File: config.mk
export PLATFORM = sky130hd
export DESIGN_NAME = mmd_indirect_access_portal
export DESIGN_NICKNAME = d
export VERILOG_FILES = /design/src/rtl/mmd_portal_pkg.sv /design/src/rtl/mmd_indirect_access_portal.sv /design/src/rtl/pma_lpi_regs.sv
export VERILOG_INCLUDE_DIRS = /design/src /design/src/rtl
export SDC_FILE = /design/constraint.sdc
export NUM_CORES = 1
export LEC_CHECK = 0
export BUFFER_PORTS_ARGS = -buffer_cell sky130_fd_sc_hd__buf_2
export CAP_MARGIN = 20
export CORE_ASPECT_RATIO = 0.9
export CORE_MARGIN = 10
export CORE_UTILIZATION = 55
export CTS_CLUSTER_DIAMETER = 60
export CTS_CLUSTER_SIZE = 24
export DETAILED_ROUTE_END_ITERATION = 6
export PLACE_DENSITY = 0.76
export SYNTH_ARGS = -nofsm -noshare
export SYNTH_HDL_FRONTEND = slang
export SYNTH_SLANG_ARGS = --single-unit
File: constraint.sdc
create_clock -name sys_clk -period 3.4 [get_ports sys_clk]
set_input_delay 0.51 -clock sys_clk [delete_from_list [all_inputs] [get_ports sys_clk]]
set_output_delay 0.51 -clock sys_clk [all_outputs]
set_load 0.05 [all_outputs]
File: src/rtl/mmd_portal_params.svh
// Purpose: Offsets, field positions, reset values for the indirect access portal.
// Assumes: Management registers are addressed by a 5-bit register number.
// Notes: Definitions only.
`ifndef MMD_PORTAL_PARAMS_SVH
`define MMD_PORTAL_PARAMS_SVH

// ============================================================================
// Management register numbers
`define MMD_OFS_ACCESS_CTRL 5'h0d
`define MMD_OFS_PORTAL 5'h0e

// ============================================================================
// Access control fields
`define MMD_MODE_HI 15
`define MMD_MODE_LO 14
`define MMD_DEV_HI 4
`define MMD_DEV_LO 0
`define MMD_ACCESS_CTRL_RESET 16'h0000
`define MMD_PORTAL_RESET 16'h0000

// ============================================================================
// Indirect device 1 map
`define MMD_DEV_PMA 5'h01
`define MMD_REG_PMA_CONTROL_ONE 16'h0000
`define MMD_REG_PMA_STATUS_ONE 16'h0001
`define MMD_PMA_CONTROL_RESET 16'h0000
`define MMD_BIT_LPI_ENABLE 12
`define MMD_BIT_LPI_ENTERED 8
`define MMD_BIT_LPI_ACTIVE 3

`endif

File: src/rtl/mmd_portal_pkg.sv
// Purpose: Types shared by the indirect access portal.
// Assumes: Nothing beyond the parameter header.
// Notes: Mode codes follow the two-bit operation-mode field.
package mmd_portal_pkg;
    typedef enum logic [1:0] {
        MODE_ADDRESS = 2'h0,
        MODE_DATA_NOINC = 2'h1,
        MODE_DATA_INC_RW = 2'h2,
        MODE_DATA_INC_WR = 2'h3
    } op_mode_e;
    typedef logic [15:0] word_t;
endpackage

File: src/rtl/mmd_indirect_access_portal.sv
// Purpose: Indirect register portal behind management registers 0xd and 0xe.
// Assumes: Register strobes come from the management logic on sys_clk.
// Notes: Reads answer one cycle after the strobe; write wins if both strobe.
//
// Function
// Decode 32 device addresses, 64K 16-bit registers each, via portal only.
// Mode bits 15:14: address, data, increment both, increment on writes.
// Device address from bits 4:0 applies to data-mode portal accesses only; address mode ignores it.
// Address mode: portal write stores address, portal read returns it.
// Data modes: portal accesses reach the selected indirect register.
// Mode 01 leaves stored address unchanged.
// Mode 10 increments address after each read and write.
// Mode 11 increments after writes only.
// Host sets address mode, address, data mode, then data.
// Mode 10 reads return consecutive registers from stored address.
// Device 1 register 0 bit 12 is read/write LPI enable, reset zero.
// Device 1 register 1 bit 8 latches high on LPI entry.
// Device 1 register 1 bit 3 shows live LPI state.
// Control and portal registers reset to zero.
// Status read clears entered flag unless entry still present.
// Unsupported indirect addresses read zero, writes ignored.
`timescale 1ns/1ns
`default_nettype none
`include "mmd_portal_params.svh"

module mmd_indirect_access_portal
    import mmd_portal_pkg::*;
(
    input wire logic sys_clk,
    input wire logic reset,
    input wire logic [4:0] mgmtAddr,
    input wire logic mgmtWrite,
    input wire logic mgmtRead,
    input wire word_t mgmtWrData,
    output word_t mgmtRdData,
    output logic mgmtRdValid,
    output logic lpiEnable,
    input wire logic lpiActive
);
    word_t accessCtrl_ff;
    word_t regAddr_ff;
    word_t rdData_ff;
    logic rdValid_ff;
    word_t ctrlValue;
    word_t statusValue;
    op_mode_e mode;
    logic [4:0] devAddr;
    logic ctrlHit;
    logic portalHit;
    logic portalWr;
    logic portalRd;
    logic isData;
    logic selCtrl;
    logic selStatus;
    logic bump;
    word_t portalValue;

    // ========================================================================
    // Decode
    // Operation mode field.
    assign mode = op_mode_e'(accessCtrl_ff[`MMD_MODE_HI:`MMD_MODE_LO]);
    // Device field.
    assign devAddr = accessCtrl_ff[`MMD_DEV_HI:`MMD_DEV_LO];
    assign ctrlHit = (mgmtAddr == `MMD_OFS_ACCESS_CTRL);
    assign portalHit = (mgmtAddr == `MMD_OFS_PORTAL);
    assign portalWr = portalHit & mgmtWrite;
    // A read that meets a write in the same cycle is dropped, so the write wins.
    assign portalRd = portalHit & mgmtRead & ~mgmtWrite;
    assign isData = (mode != MODE_ADDRESS);
    // Full device and register match.
    assign selCtrl = (devAddr == `MMD_DEV_PMA) && (regAddr_ff == `MMD_REG_PMA_CONTROL_ONE);
    assign selStatus = (devAddr == `MMD_DEV_PMA) && (regAddr_ff == `MMD_REG_PMA_STATUS_ONE);

    // Indirect read data; unmapped reads zero.
    always_comb begin
        portalValue = 16'h0000;
        if (!isData) begin
            portalValue = regAddr_ff;
        end else if (selCtrl) begin
            portalValue = ctrlValue;
        end else if (selStatus) begin
            portalValue = statusValue;
        end
    end

    // Post-increment choice.
    always_comb begin
        unique case (mode)
            MODE_ADDRESS: bump = 1'b0;
            MODE_DATA_NOINC: bump = 1'b0;
            MODE_DATA_INC_RW: bump = portalWr | portalRd;
            MODE_DATA_INC_WR: bump = portalWr;
        endcase
    end

    // ========================================================================
    // Portal registers
    // Control reset to zero.
    always_ff @(posedge sys_clk) begin
        if (reset) begin
            accessCtrl_ff <= `MMD_ACCESS_CTRL_RESET;
        end else if (ctrlHit && mgmtWrite) begin
            accessCtrl_ff <= mgmtWrData;
        end
    end

    // Address store; stepping through consecutive registers.
    always_ff @(posedge sys_clk) begin
        if (reset) begin
            regAddr_ff <= `MMD_PORTAL_RESET;
        end else if (portalWr && !isData) begin
            regAddr_ff <= mgmtWrData;
        end else if (bump) begin
            regAddr_ff <= regAddr_ff + 16'h0001;
        end
    end

    always_ff @(posedge sys_clk) begin
        if (reset) begin
            rdData_ff <= 16'h0000;
            rdValid_ff <= 1'b0;
        end else begin
            rdValid_ff <= mgmtRead & ~mgmtWrite & (ctrlHit | portalHit);
            if (mgmtRead && !mgmtWrite && ctrlHit) begin
                rdData_ff <= accessCtrl_ff;
            end else if (portalRd) begin
                rdData_ff <= portalValue;
            end
        end
    end

    // ========================================================================
    // Device 1 registers
    // Writes reach only the supported control word.
    pma_lpi_regs u_pma (
        .sys_clk(sys_clk),
        .reset(reset),
        .ctrlWrite(portalWr && isData && selCtrl),
        .ctrlWrData(mgmtWrData),
        .statusRead(portalRd && isData && selStatus),
        .lpiActive(lpiActive),
        .ctrlValue(ctrlValue),
        .statusValue(statusValue)
    );

    assign mgmtRdData = rdData_ff;
    assign mgmtRdValid = rdValid_ff;
    assign lpiEnable = ctrlValue[`MMD_BIT_LPI_ENABLE];
endmodule // mmd_indirect_access_portal
`default_nettype wire

File: src/rtl/pma_lpi_regs.sv
// Purpose: Control and status words of indirect device 1 for Low Power Idle.
// Assumes: lpiActive comes from logic on sys_clk.
// Notes: The entered flag is set-wins against its clear on read.
`timescale 1ns/1ns
`default_nettype none
`include "mmd_portal_params.svh"

module pma_lpi_regs
    import mmd_portal_pkg::*;
(
    input wire logic sys_clk,
    input wire logic reset,
    input wire logic ctrlWrite,
    input wire word_t ctrlWrData,
    input wire logic statusRead,
    input wire logic lpiActive,
    output word_t ctrlValue,
    output word_t statusValue
);
    word_t ctrl_ff;
    logic entered_ff;

    // ========================================================================
    // Control word
    // Enable bit storage.
    always_ff @(posedge sys_clk) begin
        if (reset) begin
            ctrl_ff <= `MMD_PMA_CONTROL_RESET;
        end else if (ctrlWrite) begin
            ctrl_ff <= ctrlWrData;
        end
    end

    // ========================================================================
    // Status word
    // Latch entry high.
    // Clear on read, set wins.
    always_ff @(posedge sys_clk) begin
        if (reset) begin
            entered_ff <= 1'b0;
        end else begin
            entered_ff <= lpiActive | (entered_ff & ~statusRead);
        end
    end

    assign ctrlValue = ctrl_ff;

    // Live state bit.
    always_comb begin
        statusValue = 16'h0000;
        statusValue[`MMD_BIT_LPI_ENTERED] = entered_ff;
        statusValue[`MMD_BIT_LPI_ACTIVE] = lpiActive;
    end
endmodule // pma_lpi_regs
`default_nettype wire

Word-level counts from Yosys, hierarchy flattened
Cells that the tools add are included.
{"block": "totals", "regBits": 66, "input_bits": 26, "word_cells": 51}
{"block": "op_classes", "addsub": 1, "eq_ne": 7, "mux": 8, "n_bitwise": 11, "n_reduce_logical": 18}
{"cell": "$mux W16", "n": 6}
{"cell": "$add A16 B1 Y16 const B", "n": 1}
{"cell": "$eq A16 B1 Y1 const B", "n": 1}
{"cell": "$logic_not A16 Y1", "n": 1}
{"cell": "$eq A5 B4 Y1 const B", "n": 2}
{"cell": "$logic_and A1 B1 Y1", "n": 10}
{"cell": "$mux W9", "n": 1}
{"cell": "$and A1 B1 Y1", "n": 6}
{"cell": "$reduce_bool A2 Y1", "n": 3}
{"cell": "$eq A5 B1 Y1 const B", "n": 1}
{"cell": "$eq A2 B2 Y1 const B", "n": 2}
{"cell": "$or A1 B1 Y1", "n": 3}
{"cell": "$pmux W1 S3", "n": 1}
{"cell": "$eq A2 B1 Y1 const B", "n": 1}
{"cell": "$logic_not A1 Y1", "n": 2}
{"cell": "$logic_not A2 Y1", "n": 1}
{"cell": "$not A1 Y1", "n": 2}
{"cell": "$reduce_or A2 Y1", "n": 1}

Depth between registers and ports, before layout
Gate-level depths: netlist of run 1.
{"block": "logic_depth", "word_depth": 8, "ltp_mapped": 8, "depth_no_buf": 6}

Modules after synthesis
Synthesis of run 1 repeated with hierarchy kept, for this count alone.
{"block": "hier_totals", "cells_unflattened": 394, "area_unflattened_um2": 3585.9}
{"module": "mmd_indirect_access_portal", "n_inst": 1, "cells_each": 321, "area_each_um2": 2845.2}
{"module": "pma_lpi_regs", "n_inst": 1, "cells_each": 73, "area_each_um2": 740.7}

Worst setup path after synthesis of run 1
OpenSTA, ideal clock, no wires.
{"block": "synth_path", "path_kind": "input to register", "from": "input mgmtAddr[0]", "to": "register regAddr_ff[15]", "setup_time_ns": 0.115, "t_arrival_ns": 1.700, "required_ns": 3.285, "path_slack_ns": 1.584, "cell_stages": 6, "path_buffers": 2, "path_cell_list": "buf_2 or4b_4 nor2_4 buf_6 o21ai_0 a31o_1"}
{"block": "synth_between", "elab_chain_len": 6}
{"element": "start, declared", "line_no": "mmd_indirect_access_portal.sv:31", "text": "input wire logic [4:0] mgmtAddr,"}
{"element": "$eq A5 B4 Y1 (no line) *"}
{"element": "$and A1 B1 Y1 (2 in series)", "line_no": "mmd_indirect_access_portal.sv:68", "text": "assign portalRd = portalHit & mgmtRead & ~mgmtWrite;"}
{"element": "$or A1 B1 Y1", "line_no": "mmd_indirect_access_portal.sv:91", "text": "MODE_DATA_INC_RW: bump = portalWr | portalRd;"}
{"element": "$pmux W1 S3", "line_no": "mmd_indirect_access_portal.sv:88", "text": "unique case (mode)"}
{"element": "$reduce_bool A2 Y1 (no line)"}
{"element": "end signal, assigned", "line_no": "mmd_indirect_access_portal.sv:110", "text": "regAddr_ff <= `MMD_PORTAL_RESET;"}
{"element": "end signal, assigned", "line_no": "mmd_indirect_access_portal.sv:112", "text": "regAddr_ff <= mgmtWrData;"}
{"element": "end signal, assigned", "line_no": "mmd_indirect_access_portal.sv:114", "text": "regAddr_ff <= regAddr_ff + 16'h0001;"}
{"element": "end, declared", "line_no": "mmd_indirect_access_portal.sv:41", "text": "word_t regAddr_ff;"}
Every way passes the cells marked *; elsewhere a longest branch is shown, timed or not.
A chain may end at the register's enable or synchronous reset.

Worst setup path after layout of run 1
{"block": "layout_path", "from": "register regAddr_ff[1]", "to": "register u_pma.ctrl_ff[6], in the netlist u_pma.ctrlValue[6]"}
{"block": "layout_between", "elab_chain_len": 3}
{"element": "$logic_not A16 Y1 (no line)"}
{"element": "$logic_and A1 B1 Y1", "line_no": "mmd_indirect_access_portal.sv:71", "text": "assign selCtrl = (devAddr == `MMD_DEV_PMA) && (regAddr_ff == `MMD_REG_PMA_CONTROL_ONE);"}
{"element": "$logic_and A1 B1 Y1", "line_no": "mmd_indirect_access_portal.sv:138", "text": ".ctrlWrite(portalWr && isData && selCtrl),"}
{"element": "end signal, assigned", "line_no": "pma_lpi_regs.sv:28", "text": "ctrl_ff <= `MMD_PMA_CONTROL_RESET;"}
{"element": "end signal, assigned", "line_no": "pma_lpi_regs.sv:30", "text": "ctrl_ff <= ctrlWrData;"}
{"element": "end, declared", "line_no": "pma_lpi_regs.sv:20", "text": "word_t ctrl_ff;"}
Every way passes these cells.

==> qor.txt, run 1 <==
Number of CTS-inserted buffers - 9
I/O Pins - 44
Number of cell rows - 28
Number of global-route vias before repair - 3,606
Most frequent standard cell in the layout excluding fill and tap cells - dfxtp_1
Detailed-placement wirelength estimate - 8590 um
Number of design-rule violations left by the first detailed-router iteration - 422
Max H-tree Level - 3
Chip height - 98.8 um
Yosys top cell by area - dfxtp_1
Fraction of the mapped netlist area in simple logic gates - 0.236
Count of endpoints failing setup in the final report - 0
Combinational family with the most area after synthesis - compound AO/OA/AOI/OAI gates
Initial Util - 0.570
P per Cell Area - 415 nW/um2
#FFs+latches synth - 66
CP Buf/Inv Count - 1
Library cell used as clock root buffer - clkbuf_8
Synth Cell Area - 3790 um2
Grt total ovfl - 0
Share of layout cells above drive strength 1 - 0.161
Synth-to-layout area growth - 10.6%
Async S/R FF share, synth - 0
Remaining design rule violation count - 0
Clock tree from TritonCTS - yes
Startpoint of the worst hold path - mgmtWrData[12]
CP Data Required Time - 3620 ps
Measured slew at the worst slew-check pin - 804 ps
Relative slew slack - 0.463
Clock sink count - 66
Proportion of synthesized area in mux cells - 0.0106
Worst hold-check slack - 428 ps
Via-per-instance ratio - 6.72
CP Launch Point - regAddr_ff[1]$_SDFFE_PP0P_
Pin count of the biggest net entering global routing - 49
Top library cells by usage in the layout, fill and taps aside - dfxtp_1 (66), a21oi_1 (61), buf_2 (43), nand2_1 (42), nand3_1 (29)
Critical path class - register to register
Arr. time, crit path - 2640 ps
Delay of the slowest critical-path stage - 560 ps
Net count reported at finish - 521
Area of the multi-input gates - 2150 um2
Nature of the critical path endpoint - register
Buffers inserted by post-CTS timing repair - 0
Yosys warnings - 0
Peak supply drop - 0.275 mV
Number of nets in the synthesized netlist - 505
Std-Cell Core Area - 6660 um2
Number of synthesized flops with an enable pin - 0
CP cell instances - inv_1 > ha_1 > o21a_1 > nand4_1 > o21ai_0 > a21oi_1
Routability congestion estimate - 0.958
Count of antenna diodes in the layout - 0
Die Footprint - 10,600 um2
Length of the first detailed-routing pass in iterations - 5
Fmax achieved - 0.412 GHz
Max-capacitance violation count - 0
Resized cells post-CTS - 0
Overall via count from detail_route - 3,944
Post-detailed-routing wire length - 12,100 um
Crit path max-delay family - compound AO/OA/AOI/OAI gates
Number of distinct library cell variants in the gate-level netlist after synthesis - 66
CTS hold repair buffers - 0
Sequential-to-total area share from yosys stat - 0.348
Global-route wire length before repair - 19,100 um
TNS Setup - 0 ps
Die outline width - 108 um
Outcome - complete, no violations
RSZ-0062 raised after global routing - false
Worst hold-check path type - primary input to register
Post-detailed-route wirelength per cell - 20.6 um
Mean post-synth cell area - 7.97 um2
Setup crit start kind - register
Fraction of synthesized cell area in xor and xnor cells - 0
Initial antenna violation count - 0
Sequential cell area in the final layout - 1320 um2
Synthesized-area fraction occupied by ao, oa, aoi and oai cells - 0.311
Count of endpoints failing hold in the final timing report - 0
Clk pin slew, worst setup/hold paths - 70 ps
Leak pwr - 0.00142 uW
Fillers - 617
Final worst path period share - 0.714
Post-synth top area share - 0.348
IO Port Bufs - 43
Arithmetic-cell share of the synthesized area counting full adders, half adders and majority gates - 0.00990
Launch instance of the worst register-to-register path - regAddr_ff[1]$_SDFFE_PP0P_
Primary FF master, synth - dfxtp_1
Skew final - 5.51 ps
Fin crit period - 2430 ps
Max clock buf depth - 2
Total global routing track utilization - 0.223
Critical-path maximum fanout - 18
Worst-Skew Late Latency - 350 ps
Synth area leaders - dfxtp_1 (35%), a21oi_1 (8.1%), nand2_1 (4.2%)
Crit-path slowest cell - ha_1
Count of final max-slew check failures - 0
Antenna Violating Nets Remaining - 0
Instance count of the mapped netlist - 476
## flip-flops by register name (all words and copies together), names as in the netlist
name,cells
accessCtrl_ff,16
mgmtRdData,16
mgmtRdValid,1
regAddr_ff,16
u_pma.ctrlValue,16
u_pma.entered_ff,1
## Yosys cell counts, types with 3 or more instances
master / number
a211oi_1: 3
a21oi_1: 61
a22oi_1: 3
a31oi_1: 11
a32oi_1: 7
and3_1: 14
and4_1: 3
buf_2: 17
buf_6: 4
clkbuf_1: 21
dfxtp_1: 66
ha_1: 3
inv_1: 27
mux2i_1: 4
nand2_1: 42
nand2b_1: 5
nand3_1: 29
nand4_1: 7
nor2_1: 14
nor2b_1: 7
nor3_1: 7
nor4_1: 7
nor4_2: 3
o2111ai_1: 3
o21a_1: 3
o21ai_0: 28
o221ai_1: 5
o31a_1: 3
o32ai_1: 18
or3_1: 3
## power breakdown
part | switching [uW] | internal, uW | total, uW
logic | 88.5 | 34.6 | 123
clock network | 311 | 528 | 839
registers | 3.21 | 776 | 779
## path summary, 6_finish.rpt
path,endpoint,slack (ps),cells past startpoint
worst min-delay path,accessCtrl_ff[12]$_SDFFE_PP0P_,430,3
worst max-delay path,u_pma.ctrlValue[6]$_SDFFE_PP0P_,970,6
worst max register to register,u_pma.ctrlValue[6]$_SDFFE_PP0P_,970,6
worst min register to register,mgmtRdData[7]$_SDFFE_PP0P_,450,2
## layer usage
layer  wire length (um)  global-route usage  up-vias  share of wire
li1                   -                   -     1831              -
met1               4860               0.286     1825           0.40
met2               5490               0.343      258           0.45
met3               1380              0.0651       30           0.11
met4                375              0.0883        0          0.031
met5                  0                   0        -              0
## cell type report
class                   instances  area share
clock inverters                 4      0.0233
inverters                      27      0.0242
multi-input cells             340       0.513
repair buffers                 48      0.0603
well taps                      90      0.0268
clock buffers                  12      0.0370
flip-flops and latches         66       0.315
## per-stage QoR
step / instance area, um2 / setup slack (ps) / util / cells / total power [uW]
after detailed placement: 3940 / 939 / 0.592 / 571 / 916
after global placement: 3940 / 1010 / 0.592 / 571 / 914
after CTS: 4190 / 1070 / 0.630 / 587 / 1740
after floorplan: 3790 / 1580 / - / 476 / 869
final: 4190 / 971 / 0.630 / 587 / 1740
after global routing: 4190 / 761 / 0.630 / 587 / 1790
## cell families after synthesis
| logic type | Yosys count |
|---|---|
| AOI/OAI and AO/OA | 174 |
| and+or+nand+nor | 159 |
| buffers and inverters | 70 |
| DFF | 66 |
| muxes | 4 |
| adders and majority gates | 3 |
## tightest hold or removal path: stages
cell     delay, ps
buf_2          120
nand2_1         50
a21oi_1         50
No activity file was read; power rests on OpenSTA's default activity.
==> run 2, diff against run 1 <==
--- a/config.mk
+++ b/config.mk
@@ -10,7 +10,7 @@
 export CAP_MARGIN = 20
 export CORE_ASPECT_RATIO = 0.9
 export CORE_MARGIN = 10
-export CORE_UTILIZATION = 55
+export CORE_UTILIZATION = 53
 export CTS_CLUSTER_DIAMETER = 60
 export CTS_CLUSTER_SIZE = 24
 export DETAILED_ROUTE_END_ITERATION = 6
==> constraint.sdc (replaced) <==
create_clock -name sys_clk -period 2 [get_ports sys_clk]
set_input_delay 0.3 -clock sys_clk [delete_from_list [all_inputs] [get_ports sys_clk]]
set_output_delay 0.3 -clock sys_clk [all_outputs]
set_load 0.05 [all_outputs]
==> qor.txt, run 2 (same netlist as run 1, synthesis figures left out) <==
Skew final - 11.3 ps (was 5.51 ps)
Total global routing track utilization - 0.246 (was 0.223)
Clock sink count - 66 (unchanged)
Delay of the slowest critical-path stage - 430 ps (was 560 ps)
Measured slew at the worst slew-check pin - 670 ps (was 804 ps)
Chip height - 100 um (was 98.8 um)
Critical-path maximum fanout - 6 (was 18)
Antenna Violating Nets Remaining - 0 (unchanged)
Fmax achieved - 0.535 GHz (was 0.412 GHz)
Post-detailed-routing wire length - 13,600 um (was 12,100 um)
Die outline width - 109 um (was 108 um)
Worst hold-check path type - primary input to register (unchanged)
Detailed-placement wirelength estimate - 9990 um (was 8590 um)
Critical path class - register to register (unchanged)
Buffers inserted by post-CTS timing repair - 0 (unchanged)
Final worst path period share - 0.935 (was 0.714)
Count of endpoints failing hold in the final timing report - 0 (unchanged)
Nature of the critical path endpoint - register (unchanged)
Clk pin slew, worst setup/hold paths - 80 ps (was 70 ps)
Grt total ovfl - 0 (unchanged)
CP Buf/Inv Count - 1 (unchanged)
Initial Util - 0.542 (was 0.570)
RSZ-0062 raised after global routing - false (unchanged)
Most frequent standard cell in the layout excluding fill and tap cells - dfxtp_1 (unchanged)
Outcome - complete, no violations (unchanged)
Worst-Skew Late Latency - 350 ps (about the same)
Crit path max-delay family - simple AND/OR/NAND/NOR gates (was compound AO/OA/AOI/OAI gates)
Worst hold-check slack - 214 ps (was 428 ps)
Crit-path slowest cell - nor4_2 (was ha_1)
IO Port Bufs - 43 (unchanged)
Number of design-rule violations left by the first detailed-router iteration - 597 (was 422)
Number of CTS-inserted buffers - 9 (unchanged)
P per Cell Area - 624 nW/um2 (was 415 nW/um2)
Std-Cell Core Area - 7000 um2 (was 6660 um2)
Die Footprint - 10,900 um2 (was 10,600 um2)
Top library cells by usage in the layout, fill and taps aside - dfxtp_1 (65), a21oi_1 (61), buf_2 (43), nand2_1 (42), buf_4 (31) (was dfxtp_1 (66), a21oi_1 (61), buf_2 (43), nand2_1 (42), nand3_1 (29))
Pin count of the biggest net entering global routing - 26 (was 49)
Length of the first detailed-routing pass in iterations - 7 (was 5)
Max H-tree Level - 3 (unchanged)
Count of final max-slew check failures - 0 (unchanged)
Post-detailed-route wirelength per cell - 22.0 um (was 20.6 um)
Count of antenna diodes in the layout - 0 (unchanged)
Routability congestion estimate - 0.980 (was 0.958)
Share of layout cells above drive strength 1 - 0.212 (was 0.161)
Setup crit start kind - register (unchanged)
Overall via count from detail_route - 4,260 (was 3,944)
Library cell used as clock root buffer - clkbuf_8 (unchanged)
Clock tree from TritonCTS - yes (unchanged)
Arr. time, crit path - 2120 ps (was 2640 ps)
CTS hold repair buffers - 0 (unchanged)
CP cell instances - nor4_2 > and3_1 > buf_4 > a31oi_1 > o32ai_1 (was inv_1 > ha_1 > o21a_1 > nand4_1 > o21ai_0 > a21oi_1)
Max clock buf depth - 2 (unchanged)
Peak supply drop - 0.515 mV (was 0.275 mV)
Max-capacitance violation count - 0 (unchanged)
Number of cell rows - 29 (was 28)
Net count reported at finish - 548 (was 521)
Synth-to-layout area growth - 15.1% (was 10.6%)
Count of endpoints failing setup in the final report - 0 (unchanged)
I/O Pins - 44 (unchanged)
Fin crit period - 1870 ps (was 2430 ps)
Leak pwr - 0.00153 uW (was 0.00142 uW)
TNS Setup - 0 ps (unchanged)
Global-route wire length before repair - 21,300 um (was 19,100 um)
Relative slew slack - 0.552 (was 0.463)
Via-per-instance ratio - 6.90 (was 6.72)
Remaining design rule violation count - 0 (unchanged)
Number of global-route vias before repair - 3,987 (was 3,606)
Initial antenna violation count - 0 (unchanged)
CP Data Required Time - 2250 ps (was 3620 ps)
==> run 2: cell count changes in the layout (fill, tap and decap cells not counted), sizes merged <==
cell    delta
bufinv     -2
clkinv     +3
buf       +27
inv        +1
clkbuf     -2
==> run 2: tightest hold or removal path, stage by stage <==
cell and delay (ps):
buf_2 120, nand2_1 50, a21oi_1 50
==> run 2: final cells by class <==
type	instances	area (um2)
multi-input cells	340	2160
clock buffers	10	138
inverters	27	101
clock inverters	6	65.1
flip-flops and latches	66	1320
well taps	93	116
fillers	645	2640
repair buffers	75	468
==> run 2: timing repair <==
item	in CTS	in global routing
gates resized for setup	0	3
endpoints found under the setup margin	0	11
endpoints found under the hold margin	0	0
==> run 2: final timing paths <==
check / from / endpoint / slack, ps / depth (start not counted)
setup / recovery: regAddr_ff[8]$_SDFFE_PP0P_ / mgmtRdData[10]$_SDFFE_PP0P_ / 130 / 5
setup reg to reg: regAddr_ff[8]$_SDFFE_PP0P_ / mgmtRdData[10]$_SDFFE_PP0P_ / 130 / 5
hold reg to reg: mgmtRdData[7]$_SDFFE_PP0P_ / mgmtRdData[7]$_SDFFE_PP0P_ / 450 / 2
hold / removal: mgmtWrData[10] / accessCtrl_ff[10]$_SDFFE_PP0P_ / 210 / 3
==> run 2: per-stage QoR <==
| stage | utilization | instance area (um2) | cells | setup WS [ps] | power, uW |
|---|---|---|---|---|---|
| after global placement | 0.594 | 4160 | 601 | 112 | 1580 |
| after detailed placement | 0.594 | 4160 | 601 | 71.2 | 1580 |
| after floorplan | - | 3790 | 476 | 330 | 1480 |
| after CTS | 0.623 | 4360 | 617 | 117 | 2730 |
| final | 0.624 | 4370 | 617 | 130 | 2720 |
| after global routing | 0.624 | 4370 | 617 | 11.3 | 2790 |
==> run 2: per-layer routing <==
metal	track usage	vias up	wire (um)
li1	-	1882	-
met1	0.323	1981	5260
met2	0.380	340	6140
met3	0.0583	57	1610
met4	0.0973	0	559
met5	0	-	0
==> run 2: power by group <==
group          switching [uW]  internal [uW]
clock network             552            611
registers                5.69           1320
logic                     162           72.9
total                     720           2000
==> run 3, diff against run 2 <==
--- a/config.mk
+++ b/config.mk
@@ -9,12 +9,12 @@
 export BUFFER_PORTS_ARGS = -buffer_cell sky130_fd_sc_hd__buf_2
 export CAP_MARGIN = 20
 export CORE_ASPECT_RATIO = 0.9
-export CORE_MARGIN = 10
-export CORE_UTILIZATION = 53
+export CORE_MARGIN = 2
+export CORE_UTILIZATION = 35
 export CTS_CLUSTER_DIAMETER = 60
 export CTS_CLUSTER_SIZE = 24
 export DETAILED_ROUTE_END_ITERATION = 6
-export PLACE_DENSITY = 0.76
 export SYNTH_ARGS = -nofsm -noshare
 export SYNTH_HDL_FRONTEND = slang
+export SYNTH_HIERARCHICAL = 1
 export SYNTH_SLANG_ARGS = --single-unit
==> qor.txt, run 3 <==
Outcome - complete, no violations (unchanged)
Synthesized-area fraction occupied by ao, oa, aoi and oai cells - 0.258 (was 0.311)
Top library cells by usage in the layout, fill and taps aside - dfxtp_1 (65), nand2_1 (57), buf_2 (43), a21oi_1 (41), buf_4 (37) (was dfxtp_1 (65), a21oi_1 (61), buf_2 (43), nand2_1 (42), buf_4 (31))
Max-capacitance violation count - 0 (unchanged)
Instance count of the mapped netlist - 394 (was 476)
Mean post-synth cell area - 9.10 um2 (was 7.97 um2)
Count of antenna diodes in the layout - 0 (unchanged)
Clock sink count - 66 (unchanged)
Overall via count from detail_route - 3,088 (was 4,260)
Die Footprint - 11,100 um2 (was 10,900 um2)
Fraction of the mapped netlist area in simple logic gates - 0.203 (was 0.236)
Share of layout cells above drive strength 1 - 0.313 (was 0.212)
Arithmetic-cell share of the synthesized area counting full adders, half adders and majority gates - 0.0105 (was 0.00990)
Yosys warnings - 6 (was 0)
Synth area leaders - dfxtp_1 (37%), nand2_1 (6.0%), a21oi_1 (5.7%) (was dfxtp_1 (35%), a21oi_1 (8.1%), nand2_1 (4.2%))
I/O Pins - 44 (unchanged)
Skew final - 7.86 ps (was 11.3 ps)
CP Data Required Time - 2200 ps (was 2250 ps)
TNS Setup - 0 ps (unchanged)
Clock tree from TritonCTS - yes (unchanged)
Combinational family with the most area after synthesis - compound AO/OA/AOI/OAI gates (unchanged)
CTS hold repair buffers - 0 (unchanged)
#FFs+latches synth - 66 (unchanged)
Nature of the critical path endpoint - register (unchanged)
Post-synth top area share - 0.368 (was 0.348)
Proportion of synthesized area in mux cells - 0.0447 (was 0.0106)
Detailed-placement wirelength estimate - 7270 um (was 9990 um)
Number of global-route vias before repair - 3,017 (was 3,987)
Global-route wire length before repair - 15,900 um (was 21,300 um)
IO Port Bufs - 43 (unchanged)
Remaining design rule violation count - 0 (unchanged)
Clk pin slew, worst setup/hold paths - 60 ps (was 80 ps)
Number of CTS-inserted buffers - 9 (unchanged)
Library cell used as clock root buffer - clkbuf_16 (was clkbuf_8)
Grt total ovfl - 0 (unchanged)
Initial Util - 0.354 (was 0.542)
Async S/R FF share, synth - 0 (unchanged)
Antenna Violating Nets Remaining - 0 (unchanged)
Std-Cell Core Area - 10,100 um2 (was 7000 um2)
Leading cell types by count after synthesis - dfxtp_1 (66), nand2_1 (57), a21oi_1 (41) (was dfxtp_1 (66), a21oi_1 (61), nand2_1 (42))
Sequential-to-total area share from yosys stat - 0.368 (was 0.348)
Fmax achieved - 0.527 GHz (was 0.535 GHz)
Number of cell rows - 35 (was 29)
Most frequent standard cell in the layout excluding fill and tap cells - dfxtp_1 (unchanged)
Count of final max-slew check failures - 0 (unchanged)
Max clock buf depth - 2 (unchanged)
Worst-Skew Late Latency - 320 ps (was 350 ps)
R2R Setup Slk - 100 ps (was 130 ps)
RSZ-0062 raised after global routing - false (unchanged)
Final worst path period share - 0.949 (was 0.935)
Number of synthesized flops with an enable pin - 0 (unchanged)
Fin crit period - 1900 ps (was 1870 ps)
Initial antenna violation count - 0 (unchanged)
Chip height - 100 um (about the same)
Number of distinct library cell variants in the gate-level netlist after synthesis - 56 (was 66)
Worst hold-check path type - primary input to register (unchanged)
Number of design-rule violations left by the first detailed-router iteration - 247 (was 597)
Net count reported at finish - 487 (was 548)
Critical-path maximum fanout - 9 (was 6)
Length of the first detailed-routing pass in iterations - 5 (was 7)
Total global routing track utilization - 0.181 (was 0.246)
Post-layout total power - 2930 uW (was 2720 uW)
Yosys top cell by area - dfxtp_1 (unchanged)
Count of endpoints failing hold in the final timing report - 0 (unchanged)
Max H-tree Level - 3 (unchanged)
Arr. time, crit path - 2100 ps (was 2120 ps)
Pin count of the biggest net entering global routing - 34 (was 26)
Synth Cell Area - 3590 um2 (was 3790 um2)
Peak supply drop - 0.407 mV (was 0.515 mV)
Worst hold-check slack - 232 ps (was 214 ps)
Count of endpoints failing setup in the final report - 0 (unchanged)
Primary FF master, synth - dfxtp_1 (unchanged)
Synth-to-layout area growth - 19.1% (was 15.1%)
Setup crit start kind - register (unchanged)
Leak pwr - 0.00170 uW (was 0.00153 uW)
Post-detailed-route wirelength per cell - 16.5 um (was 22.0 um)
Cell with the most instances after synthesis - dfxtp_1 (unchanged)
Post-detailed-routing wire length - 9770 um (was 13,600 um)
Fraction of synthesized cell area in xor and xnor cells - 0.0147 (was 0)
P per Cell Area - 686 nW/um2 (was 624 nW/um2)
Die outline width - 111 um (was 109 um)
Routability congestion estimate - 0.883 (was 0.980)
Via-per-instance ratio - 5.22 (was 6.90)
Critical path class - register to register (unchanged)
## run 3: changes by cell type after synthesis, moves of 11 or more
cell      delta
o21ai_0     -25
inv_1       -20
clkbuf_1    -12
nand2_1     +15
mux2i_1     +12
buf_4       +17
nand3_1     -23
a21oi_1     -20
nor2_1      +16
o32ai_1     -18
a21o_2      +11
buf_2       -12
## run 3: kinds of logic after synthesis
| kind of cell | after synthesis |
|---|---|
| simple gates | 137 |
| compound gates | 116 |
| flops | 66 |
| buf+inv | 49 |
| mux | 16 |
| xor+xnor | 6 |
| fa+ha+maj | 3 |
| other cells | 1 |
## run 3: timing repair
item | 4_1_cts | 5_1_grt
resized for setup | 0 | 7
buffers inserted | 0 | 1
setup endpoints to repair | 0 | 19
## run 3: routing by layer
layer	GRT usage	wire length (um)
met1	0.247	4680
met2	0.295	4510
met3	0.0356	445
met4	0.0510	135
met5	0	0
## run 3: final cells by class
class / count / area (um2)
Tap cell: 129 / 161
Clock buffer: 11 / 243
Clock inverter: 5 / 30.0
Multi-Input combinational cell: 292 / 1970
Inverter: 7 / 26.3
Timing Repair Buffer: 82 / 515
Sequential cell: 66 / 1320
Fill cell: 997 / 5840
## run 3: where the power goes
group / internal, uW / total (uW) / switching (uW)
clock network: 865 / 1430 / 567
registers: 1320 / 1330 / 8.24
logic: 60.8 / 169 / 108
total: 2250 / 2930 / 683
## run 3: per-stage QoR
step                      utilization  std cells  instance area [um2]  worst slack [ps]
after CTS                       0.419        591                 4240              12.8
after floorplan                     -        407                 3630               149
after global routing            0.422        592                 4270              12.5
after detailed placement        0.392        575                 3960              59.5
after global placement          0.392        575                 3960              83.5
final                           0.422        592                 4270               103
## run 3: path summary, 6_finish.rpt
kind,startpoint,to,cells past startpoint
min reg2reg,mgmtRdData[6]$_SDFFE_PP0P_,mgmtRdData[6]$_SDFFE_PP0P_,2
max,regAddr_ff[9]$_SDFFE_PP0P_,u_pma/ctrlValue[11]$_SDFFE_PP0P_,8
max reg2reg,regAddr_ff[9]$_SDFFE_PP0P_,u_pma/ctrlValue[11]$_SDFFE_PP0P_,8
min,mgmtWrData[4],accessCtrl_ff[4]$_SDFFE_PP0P_,3
## run 3: critical path, stage by stage, from the launching register on
cell	delay (ps)
dfxtp_1	320
nor4_2	280
buf_4	150
nand2_2	70
nor3_2	230
and4_4	270
buf_6	170
mux2i_1	220
nor2_1	60
